File: config.mk
export PLATFORM = sky130hd
export DESIGN_NAME = tms_select
export DESIGN_NICKNAME = d
export VERILOG_FILES = /design/src/pkg/tms_pkg.sv /design/src/hdl/tms_select.sv
export SDC_FILE = /design/constraint.sdc
export NUM_CORES = 2
export LEC_CHECK = 0
export BUFFER_PORTS_ARGS = -buffer_cell sky130_fd_sc_hd__buf_2
export CAP_MARGIN = 20
export CORE_MARGIN = 2
export CORE_UTILIZATION = 52
export DETAILED_ROUTE_END_ITERATION = 8
export PLACE_DENSITY = 0.76
export SLEW_MARGIN = 20
export SYNTH_ARGS = -nofsm -noshare
export SYNTH_HDL_FRONTEND = slang
export SYNTH_SLANG_ARGS = --single-unit
File: constraint.sdc
create_clock -name mclk_i -period 21.4 [get_ports mclk_i]
set_clock_uncertainty 0.2 [all_clocks]
set_input_delay 3.21 -clock mclk_i [delete_from_list [all_inputs] [get_ports mclk_i]]
set_output_delay 3.21 -clock mclk_i [all_outputs]
set_load 0.05 [all_outputs]
File: src/pkg/tms_pkg.sv
// package of constants and carrier types for the trunk and mirror selector
//
// Operation
// - eight aggregation groups, up to eight members each, local or cascaded ports
// - hash base is src+dst MAC, src MAC, dst MAC, or ring-only source port
// - unicast to an aggregation member fetches that port's group number
// - unicast whose ingress port is in the destination group is discarded
// - eight hash-indexed selection entries per group keep each flow on one port
// - multicast starts from the VLAN member port set
// - multicast removes the ingress port and its whole aggregation group
// - multicast keeps only the hash-selected member of every other group
// - software rewrites selection entries so survivors carry a failed link's load
// - address mirroring uses entry mirror flag and per-address source/destination choice
// - address mirror match on the chosen side copies the frame to mirror port
// - flow mirroring copies frames matching the programmed source/destination pair
// - separate enable also mirrors the reverse direction of the pair
// - any fast port mirrors onto any fast port, ingress or egress chosen
// - at most two mirror destination ports at once
// - mirror destination ports of enabled port-mirror slots carry only mirrored copies, no normal traffic
// - remote loopback is set up by mirroring a port's ingress onto itself
package tms_pkg;

  localparam int NPORT  = 16;
  localparam int NGROUP = 8;
  localparam int NENTRY = 8;

  // register byte offsets
  localparam logic [7:0] OFS_CTRL    = 8'h00;
  localparam logic [7:0] OFS_PGRP_LO = 8'h04;
  localparam logic [7:0] OFS_PGRP_HI = 8'h08;
  localparam logic [7:0] OFS_MIRROR  = 8'h0C;
  localparam logic [7:0] OFS_FSRC_LO = 8'h10;
  localparam logic [7:0] OFS_FSRC_HI = 8'h14;
  localparam logic [7:0] OFS_FDST_LO = 8'h18;
  localparam logic [7:0] OFS_FDST_HI = 8'h1C;
  localparam logic [7:0] OFS_STATUS  = 8'h20;
  localparam logic [7:0] OFS_TBL     = 8'h40;

  // control register fields
  localparam int CTRL_HASH_LSB = 0;
  localparam int CTRL_RING     = 2;
  localparam int CTRL_FLOW_EN  = 3;
  localparam int CTRL_FLOW_REV = 4;
  localparam int CTRL_PM0_EN   = 5;
  localparam int CTRL_PM1_EN   = 6;
  localparam int CTRL_WIDTH    = 7;

  // mirror register fields, two 12-bit slots
  localparam int MIR_DST_LSB = 0;
  localparam int MIR_SRC_LSB = 4;
  localparam int MIR_EGRESS  = 8;
  localparam int MIR_SLOT    = 12;

  // port group nibble: member flag above the group number
  localparam int PGRP_MEMBER = 3;

  localparam logic [31:0] RST_CTRL   = 32'h0000_0000;
  localparam logic [31:0] RST_MIRROR = 32'h0000_0000;
  localparam logic [31:0] RST_PGRP   = 32'h0000_0000;
  localparam logic [31:0] RST_FLOW   = 32'h0000_0000;
  localparam logic [31:0] RST_TBL    = 32'h7654_3210;

  typedef enum logic [1:0] {
    TMS_HASH_BOTH = 2'b00,
    TMS_HASH_SRC  = 2'b01,
    TMS_HASH_DST  = 2'b10,
    TMS_HASH_PORT = 2'b11
  } tms_hash_t;

  typedef struct packed {
    logic        valid;
    logic        unicast;
    logic [3:0]  src_port;
    logic [47:0] src_mac;
    logic [47:0] dst_mac;
    logic [15:0] vlan_map;
    logic [3:0]  dst_port;
    logic        dst_trunk;
    logic        src_mirror;
    logic        src_side;
    logic        dst_mirror;
    logic        dst_side;
  } tms_req_t;

  typedef struct packed {
    logic        valid;
    logic        discard;
    logic        mirror;
    logic [15:0] dest;
  } tms_resp_t;

endpackage

File: src/hdl/tms_select.sv
// trunk member selection and mirror copy generation for one lookup stream
`timescale 1ns/1ps
module tms_select
  import tms_pkg::*;
(
  input  wire logic        mclk_i,    // system clock
  input  wire logic        rstn_i,    // async reset, active low
  input  wire logic        wb_cyc_i,  // wishbone cycle
  input  wire logic        wb_stb_i,  // wishbone strobe
  input  wire logic        wb_we_i,   // wishbone write
  input  wire logic [7:0]  wb_adr_i,  // wishbone byte address
  input  wire logic [3:0]  wb_sel_i,  // wishbone byte lanes
  input  wire logic [31:0] wb_dat_i,  // wishbone write data
  output logic      [31:0] wb_dat_o,  // wishbone read data
  output logic             wb_ack_o,  // wishbone acknowledge
  input  wire tms_req_t    req_i,     // lookup result from search engine
  output tms_resp_t        resp_o     // destination decision to queues
);

  logic rst_meta;
  logic rst_n;

  always_ff @(posedge mclk_i or negedge rstn_i) begin
    if (!rstn_i) begin
      rst_meta <= 1'b0;
      rst_n    <= 1'b0;
    end else begin
      rst_meta <= 1'b1;
      rst_n    <= rst_meta;
    end
  end

  // ---------------- register file ----------------
  logic [CTRL_WIDTH-1:0] ctrl;
  logic [31:0]           mir_cfg;
  logic [63:0]           pgrp;
  logic [47:0]           flow_src;
  logic [47:0]           flow_dst;
  logic [31:0]           tbl [NGROUP];
  logic [15:0]           frame_cnt;
  logic [15:0]           drop_cnt;

  logic        bus_req;
  logic        wr_en;
  logic [31:0] ctrl_wr;
  logic [31:0] fsrc_hi_wr;
  logic [31:0] fdst_hi_wr;

  assign bus_req = wb_cyc_i & wb_stb_i & ~wb_ack_o;
  assign wr_en   = bus_req & wb_we_i;

  function automatic logic [31:0] lane_merge(input logic [31:0] old,
                                             input logic [31:0] wdat,
                                             input logic [3:0]  sel);
    logic [31:0] res;
    res = old;
    for (int b = 0; b < 4; b++) begin
      if (sel[b]) begin
        res[8*b +: 8] = wdat[8*b +: 8];
      end
    end
    return res;
  endfunction

  // narrow registers merge lanes on a padded word, then keep their own bits
  assign ctrl_wr    = lane_merge({25'h0, ctrl}, wb_dat_i, wb_sel_i);
  assign fsrc_hi_wr = lane_merge({16'h0, flow_src[47:32]}, wb_dat_i,
                                 wb_sel_i);
  assign fdst_hi_wr = lane_merge({16'h0, flow_dst[47:32]}, wb_dat_i,
                                 wb_sel_i);

  always_ff @(posedge mclk_i or negedge rst_n) begin
    if (!rst_n) begin
      wb_ack_o <= 1'b0;
    end else begin
      wb_ack_o <= bus_req;
    end
  end

  always_ff @(posedge mclk_i or negedge rst_n) begin
    if (!rst_n) begin
      ctrl     <= RST_CTRL[CTRL_WIDTH-1:0];
      mir_cfg  <= RST_MIRROR;
      pgrp     <= {RST_PGRP, RST_PGRP};
      flow_src <= {RST_FLOW[15:0], RST_FLOW};
      flow_dst <= {RST_FLOW[15:0], RST_FLOW};
    end else if (wr_en) begin
      case (wb_adr_i)
        OFS_CTRL:    ctrl <= ctrl_wr[CTRL_WIDTH-1:0];
        OFS_MIRROR:  mir_cfg <= lane_merge(mir_cfg, wb_dat_i, wb_sel_i);
        OFS_PGRP_LO: pgrp[31:0] <= lane_merge(pgrp[31:0], wb_dat_i,
                                              wb_sel_i);
        OFS_PGRP_HI: pgrp[63:32] <= lane_merge(pgrp[63:32], wb_dat_i,
                                               wb_sel_i);
        OFS_FSRC_LO: flow_src[31:0] <= lane_merge(flow_src[31:0],
                                                  wb_dat_i, wb_sel_i);
        OFS_FSRC_HI: flow_src[47:32] <= fsrc_hi_wr[15:0];
        OFS_FDST_LO: flow_dst[31:0] <= lane_merge(flow_dst[31:0],
                                                  wb_dat_i, wb_sel_i);
        OFS_FDST_HI: flow_dst[47:32] <= fdst_hi_wr[15:0];
        default: begin
        end
      endcase
    end
  end

  // software rewrites entries here to move a failed member's share
  always_ff @(posedge mclk_i or negedge rst_n) begin
    if (!rst_n) begin
      for (int g = 0; g < NGROUP; g++) begin
        tbl[g] <= RST_TBL;
      end
    end else if (wr_en && wb_adr_i[7:5] == OFS_TBL[7:5]) begin
      tbl[wb_adr_i[4:2]] <= lane_merge(tbl[wb_adr_i[4:2]], wb_dat_i,
                                       wb_sel_i);
    end
  end

  always_ff @(posedge mclk_i or negedge rst_n) begin
    if (!rst_n) begin
      wb_dat_o <= 32'h0000_0000;
    end else if (bus_req && !wb_we_i) begin
      if (wb_adr_i[7:5] == OFS_TBL[7:5]) begin
        wb_dat_o <= tbl[wb_adr_i[4:2]];
      end else begin
        case (wb_adr_i)
          OFS_CTRL:    wb_dat_o <= {25'h0, ctrl};
          OFS_MIRROR:  wb_dat_o <= mir_cfg;
          OFS_PGRP_LO: wb_dat_o <= pgrp[31:0];
          OFS_PGRP_HI: wb_dat_o <= pgrp[63:32];
          OFS_FSRC_LO: wb_dat_o <= flow_src[31:0];
          OFS_FSRC_HI: wb_dat_o <= {16'h0, flow_src[47:32]};
          OFS_FDST_LO: wb_dat_o <= flow_dst[31:0];
          OFS_FDST_HI: wb_dat_o <= {16'h0, flow_dst[47:32]};
          OFS_STATUS:  wb_dat_o <= {drop_cnt, frame_cnt};
          default:     wb_dat_o <= 32'h0000_0000;
        endcase
      end
    end
  end

  // ---------------- hash key ----------------
  function automatic logic [2:0] fold48(input logic [47:0] v);
    logic [2:0] f;
    f = 3'h0;
    for (int i = 0; i < 16; i++) begin
      f = f ^ v[3*i +: 3];
    end
    return f;
  endfunction

  tms_hash_t  hash_sel;
  logic [2:0] key;

  assign hash_sel = tms_hash_t'(ctrl[CTRL_HASH_LSB +: 2]);

  // source port base only counts in ring mode; else falls back to both MACs
  always_comb begin
    case (hash_sel)
      TMS_HASH_BOTH: key = fold48(req_i.src_mac ^ req_i.dst_mac);
      TMS_HASH_SRC:  key = fold48(req_i.src_mac);
      TMS_HASH_DST:  key = fold48(req_i.dst_mac);
      TMS_HASH_PORT: begin
        key = ctrl[CTRL_RING] ? req_i.src_port[2:0]
                              : fold48(req_i.src_mac ^ req_i.dst_mac);
      end
      default:       key = 3'h0;
    endcase
  end

  // ---------------- group lookup ----------------
  logic [3:0] sel_port [NGROUP];
  logic       src_member;
  logic [2:0] src_grp;
  logic       dst_member;
  logic [2:0] dst_grp;

  generate
    for (genvar g = 0; g < NGROUP; g++) begin : g_sel
      assign sel_port[g] = tbl[g][4*key +: 4];
    end
  endgenerate

  assign src_member = pgrp[4*req_i.src_port + PGRP_MEMBER];
  assign src_grp    = pgrp[4*req_i.src_port +: 3];
  assign dst_member = pgrp[4*req_i.dst_port + PGRP_MEMBER];
  assign dst_grp    = pgrp[4*req_i.dst_port +: 3];

  // ---------------- multicast pruning, one slice per port ----------------
  logic [NPORT-1:0] mc_keep;

  generate
    for (genvar p = 0; p < NPORT; p++) begin : g_mc
      logic       mem_p;
      logic [2:0] grp_p;
      logic       same_grp;
      logic       chosen;
      assign mem_p    = pgrp[4*p + PGRP_MEMBER];
      assign grp_p    = pgrp[4*p +: 3];
      assign same_grp = src_member & mem_p & (grp_p == src_grp);
      assign chosen   = ~mem_p | (sel_port[grp_p] == 4'(p));
      assign mc_keep[p] = req_i.vlan_map[p]
                        & (req_i.src_port != 4'(p))
                        & ~same_grp
                        & chosen;
    end
  endgenerate

  // ---------------- unicast resolution ----------------
  logic             uc_drop;
  logic [3:0]       uc_port;
  logic [NPORT-1:0] base_dest;

  assign uc_drop = req_i.dst_trunk & dst_member & src_member
                 & (src_grp == dst_grp);
  assign uc_port = (req_i.dst_trunk & dst_member) ? sel_port[dst_grp]
                                                  : req_i.dst_port;

  assign base_dest = req_i.unicast ? (16'h0001 << uc_port) : mc_keep;

  // ---------------- mirroring ----------------
  logic [3:0]       m0_dst;
  logic [3:0]       m0_src;
  logic             m0_egr;
  logic [3:0]       m1_dst;
  logic [3:0]       m1_src;
  logic             m1_egr;
  logic             pm0_en;
  logic             pm1_en;
  logic [NPORT-1:0] mir_excl;
  logic [NPORT-1:0] norm_dest;
  logic             addr_hit;
  logic             flow_hit;
  logic             pm0_hit;
  logic             pm1_hit;
  logic [NPORT-1:0] mir_dest;
  logic             drop_now;

  assign m0_dst = mir_cfg[MIR_DST_LSB +: 4];
  assign m0_src = mir_cfg[MIR_SRC_LSB +: 4];
  assign m0_egr = mir_cfg[MIR_EGRESS];
  assign m1_dst = mir_cfg[MIR_SLOT + MIR_DST_LSB +: 4];
  assign m1_src = mir_cfg[MIR_SLOT + MIR_SRC_LSB +: 4];
  assign m1_egr = mir_cfg[MIR_SLOT + MIR_EGRESS];
  assign pm0_en = ctrl[CTRL_PM0_EN];
  assign pm1_en = ctrl[CTRL_PM1_EN];

  assign mir_excl = (pm0_en ? (16'h0001 << m0_dst) : 16'h0000)
                  | (pm1_en ? (16'h0001 << m1_dst) : 16'h0000);

  assign drop_now  = req_i.unicast & uc_drop;
  assign norm_dest = drop_now ? 16'h0000 : (base_dest & ~mir_excl);

  // side bit high means the address is matched as the frame's source
  assign addr_hit = (req_i.src_mirror & req_i.src_side)
                  | (req_i.dst_mirror & ~req_i.dst_side);

  assign flow_hit = (ctrl[CTRL_FLOW_EN]
                     & (req_i.src_mac == flow_src)
                     & (req_i.dst_mac == flow_dst))
                  | (ctrl[CTRL_FLOW_REV]
                     & (req_i.src_mac == flow_dst)
                     & (req_i.dst_mac == flow_src));

  // egress watch looks at the normal set before exclusion of mirror ports
  assign pm0_hit = pm0_en & (m0_egr ? (base_dest[m0_src] & ~drop_now)
                                    : (req_i.src_port == m0_src));
  assign pm1_hit = pm1_en & (m1_egr ? (base_dest[m1_src] & ~drop_now)
                                    : (req_i.src_port == m1_src));

  // address and flow copies share the first mirror slot's port
  assign mir_dest = (((addr_hit | flow_hit) | pm0_hit)
                     ? (16'h0001 << m0_dst) : 16'h0000)
                  | (pm1_hit ? (16'h0001 << m1_dst) : 16'h0000);

  // ---------------- result register ----------------
  always_ff @(posedge mclk_i or negedge rst_n) begin
    if (!rst_n) begin
      resp_o <= '0;
    end else begin
      resp_o.valid   <= req_i.valid;
      resp_o.discard <= req_i.valid & drop_now;
      resp_o.mirror  <= req_i.valid & (mir_dest != 16'h0000);
      resp_o.dest    <= req_i.valid ? (norm_dest | mir_dest)
                                    : 16'h0000;
    end
  end

  // wrap-around counters give software a view of traffic and trunk drops
  always_ff @(posedge mclk_i or negedge rst_n) begin
    if (!rst_n) begin
      frame_cnt <= 16'h0000;
      drop_cnt  <= 16'h0000;
    end else if (req_i.valid) begin
      frame_cnt <= frame_cnt + 16'h0001;
      if (drop_now) begin
        drop_cnt <= drop_cnt + 16'h0001;
      end
    end
  end

endmodule // tms_select

==> metrics.txt <==
Max FO, Critical Path=60; Post-synth EDFFs=0; DR WL/cell=39.2 um; Worst Slack Setup Final=around 10000 ps; Synth top cells by count=mux2_2 (470), dfrtp_1 (445), nand2_1 (209), nor2_1 (209), xnor2_1 (206); RSZ-0062 raised after global routing=no; largest net degree at the start of global routing=175; Overall Global Routing Usage=0.499; GR Overflow Total=0; Crit path max-delay family=compound AO/OA/AOI/OAI gates; NumNets Final=slightly below 4000; area of the multi-input gates=between 20000 and 25000 sq um; crit-path most repeated cell=xnor2_1; Critical Path Start Type=primary input; FF/Latch Area=roughly 14000 sq um; core area=70300 sq um; Setup WS pre-CTS=10240 ps; I/O Buffers=227; Clock Latency Late Sink=around 700 ps; R2R Path End=resp_o[3]; crit-path max cell delay=1030 ps; Seq/Total Area, Yosys=0.369; Yosys Warn Count=0; Final Total Pwr=5.16 mW; min Tclk post-route=between 10000 and 15000 ps; CP cell instances=buf_2 > xnor2_1 > xnor2_1 > xnor2_1 > xnor2_1 > nand2b_1 > o32a_2 > buf_4 > nand2_2 > buf_4 > a211oi_1 > nor4_2 > nor2_1 > a32oi_1 > o311ai_0 > a21oi_1 > mux2_2 > a2bb2oi_1 > a41o_1 > nand2_1 > o221ai_1; RePlAce Congestion=1.12; vias in the first global route=33900; final setup vio count=0; arrival time worst endpoint=11550 ps; CP Data Required Time=around 22000 ps; Via density=7.55; worst setup path start=req_i[28]; Pins Over Slew Limit=0; Boundary Pins=about 230; final hold vios=0; ys flop type=dfrtp_1; PD cells=126 nW/um^2; class of the tightest hold or removal check=reg -> reg; worst setup path class=in -> reg; largest cells by area after synthesis=dfrtp_1 (30%), mux2_2 (14%), dfstp_2 (6.8%); Routed Antenna Nets=0; cell at the slowest stage of the critical path=o311ai_0; Synth Cell Area=37000 sq um; Sink Count=roughly 540; FF+latch count, synth=541; initial antenna violation count=10; fin cells=4743; Peak VDD IR=0.000137 V; root buffer cell=clkbuf_16; smallest hold slack=156 ps; chip width=approximately 270 um; setup TNS=0 ps; DRT iter0 DRCs=roughly 6000; clock transition at the registers of the reported paths=approximately 70 ps; top cell type's share of synthesized area=0.301; setup bufs post-CTS=0; Via Count=35800; actual slew at the worst max-slew pin=roughly 1300 ps; # resized after CTS=0; Slew HR=0.133; Crit. path cell count=21; hpwl dp=138000 um; CTS Buffer Depth=3; reg2reg start=ctrl[2]; share of layout cells above drive strength 1=0.295; Worst R2R Setup Slack=about 13000 ps; CTS Buf Count=59; final WL=186000 um; cts hold-fix bufs=0; maxcap violations=0; die height=271 um; global-route wire length before repair=261000 um; Yosys top cell by area=dfrtp_1; R2R cell count=16; Inst Count DP=4620; worst setup path endpoint=resp_o[3]; router iterations before antenna repair=9; Initial Util=0.527; row count=97; count leader, synth=mux2_2; status=complete, no violations; FILL cells=between 5000 and 6000; P&R area growth vs syn=10.8%; Gate Count Post-Synth=~3700; maximum clock rate=89.6 MHz; Remaining DRCs=0; Bufs and invs on worst path=3; H-tree level count=2; FFs w/ async S/R, synth=1.00; P_leak=roughly 17 nW; endpoint type of the worst setup path=flip-flop; syn nets=3843; Period Utilization, post-route=0.522; CTS tree=yes; Avg Cell Area, Syn=10.1 sq um; Synth cell types=107; die area=~73000 sq um
logic make-up (layout without fill, tap and decap cells):
group / count (synthesis) / count (layout) / synth area share
other: 1 / 15 / 0.000101
AO/OA/AOI/OAI: 797 / 797 / 0.153
flip-flops: 541 / 541 / 0.369
adder cells (fa/ha/maj): 2 / 2 / 0.000676
XOR/XNOR: 299 / 299 / 0.0708
buffers and inverters: 373 / 497 / 0.0406
AND/OR/NAND/NOR: 1020 / 1020 / 0.144
multiplexers: 632 / 632 / 0.222
cells in the final DEF, fill, tap and decap left out, types with 19 or more instances in the layout:
cell / n
a211oi_1: 81
a21oi_1: 106
a221oi_1: 45
a22oi_1: 25
a31oi_1: 32
a32oi_1: 35
and3_1: 101
buf_2: 225
buf_4: 56
clkbuf_16: 61
dfrtp_1: 444
dfstp_2: 96
inv_1: 99
mux2_2: 470
mux2i_1: 59
mux4_2: 103
nand2_1: 209
nand2b_1: 26
nand3_1: 141
nand3b_1: 31
nand4_1: 53
nor2_1: 206
nor3_1: 50
nor3b_1: 19
nor4_1: 41
o211ai_1: 21
o21ai_0: 171
o22ai_1: 52
or4_1: 21
xnor2_1: 206
xor2_1: 93
per-layer routing:
layer / track usage / wire (um) / vias up / share of wire
li1: - / - / 14100 / -
met1: 0.630 / 66300 / 17700 / 0.36
met2: 0.717 / 76900 / 3203 / 0.41
met3: 0.164 / 25300 / 834 / 0.14
met4: 0.359 / 17400 / 6 / 0.094
met5: 0 / 42 / - / 0.00023
sequential cells by signal, summed over array words and instances (netlist names), 7 cells and up:
name and flops:
tbl 256, frame_cnt 16, wb_dat_o 32, resp_o 19
drop_cnt 16, flow_src 48, ctrl 7, pgrp 64
flow_dst 48, mir_cfg 32
area by class of cell:
type                    instances  share of cell area
multi-input cells            2751               0.536
flip-flops and latches        541               0.333
clock buffers                  78              0.0410
repair buffers                286              0.0395
well taps                     940              0.0287
clock inverters                31              0.0118
inverters                     102             0.00934
diodes                         14            0.000854
report_power, final:
| group | total, mW | switching (mW) | internal [mW] |
|---|---|---|---|
| Clock | 1.15 | 0.482 | 0.666 |
| Combinational | 2.91 | 2.25 | 0.657 |
| Sequential | 1.11 | 0.0454 | 1.06 |
| Total | 5.16 | 2.78 | 2.39 |
per-stage QoR:
step / instance area [sq um] / utilization
4_1_cts: 41000 / 0.583
6_report: 41000 / 0.584
3_5_place_dp: 38800 / 0.552
2_1_floorplan: 37000 / -
3_3_place_gp: 38800 / 0.552
5_1_grt: 41000 / 0.583
worst min-delay path by stage:
stage | start | endpoint | cells after the start
3_3_place_gp | rst_meta | rst_n | 0
4_1_cts | rst_meta | rst_n | 0
2_1_floorplan | rst_meta | rst_n | 0
5_1_grt | rst_meta | rst_n | 0
3_5_place_dp | rst_meta | rst_n | 0
6_report | rst_meta | rst_n | 0
worst reg2reg max path, stage by stage (launching register included):
cell	delay, ps
dfrtp_1	660
nand2b_1	320
o32a_2	180
buf_4	510
nand2_2	760
buf_4	570
a211oi_1	950
nor4_2	260
nor2_1	390
a32oi_1	200
o311ai_0	1030
a21oi_1	340
mux2_2	350
a2bb2oi_1	140
a41o_1	540
nand2_1	200
o221ai_1	220
Note: power is estimated with default switching activity, not from simulation.
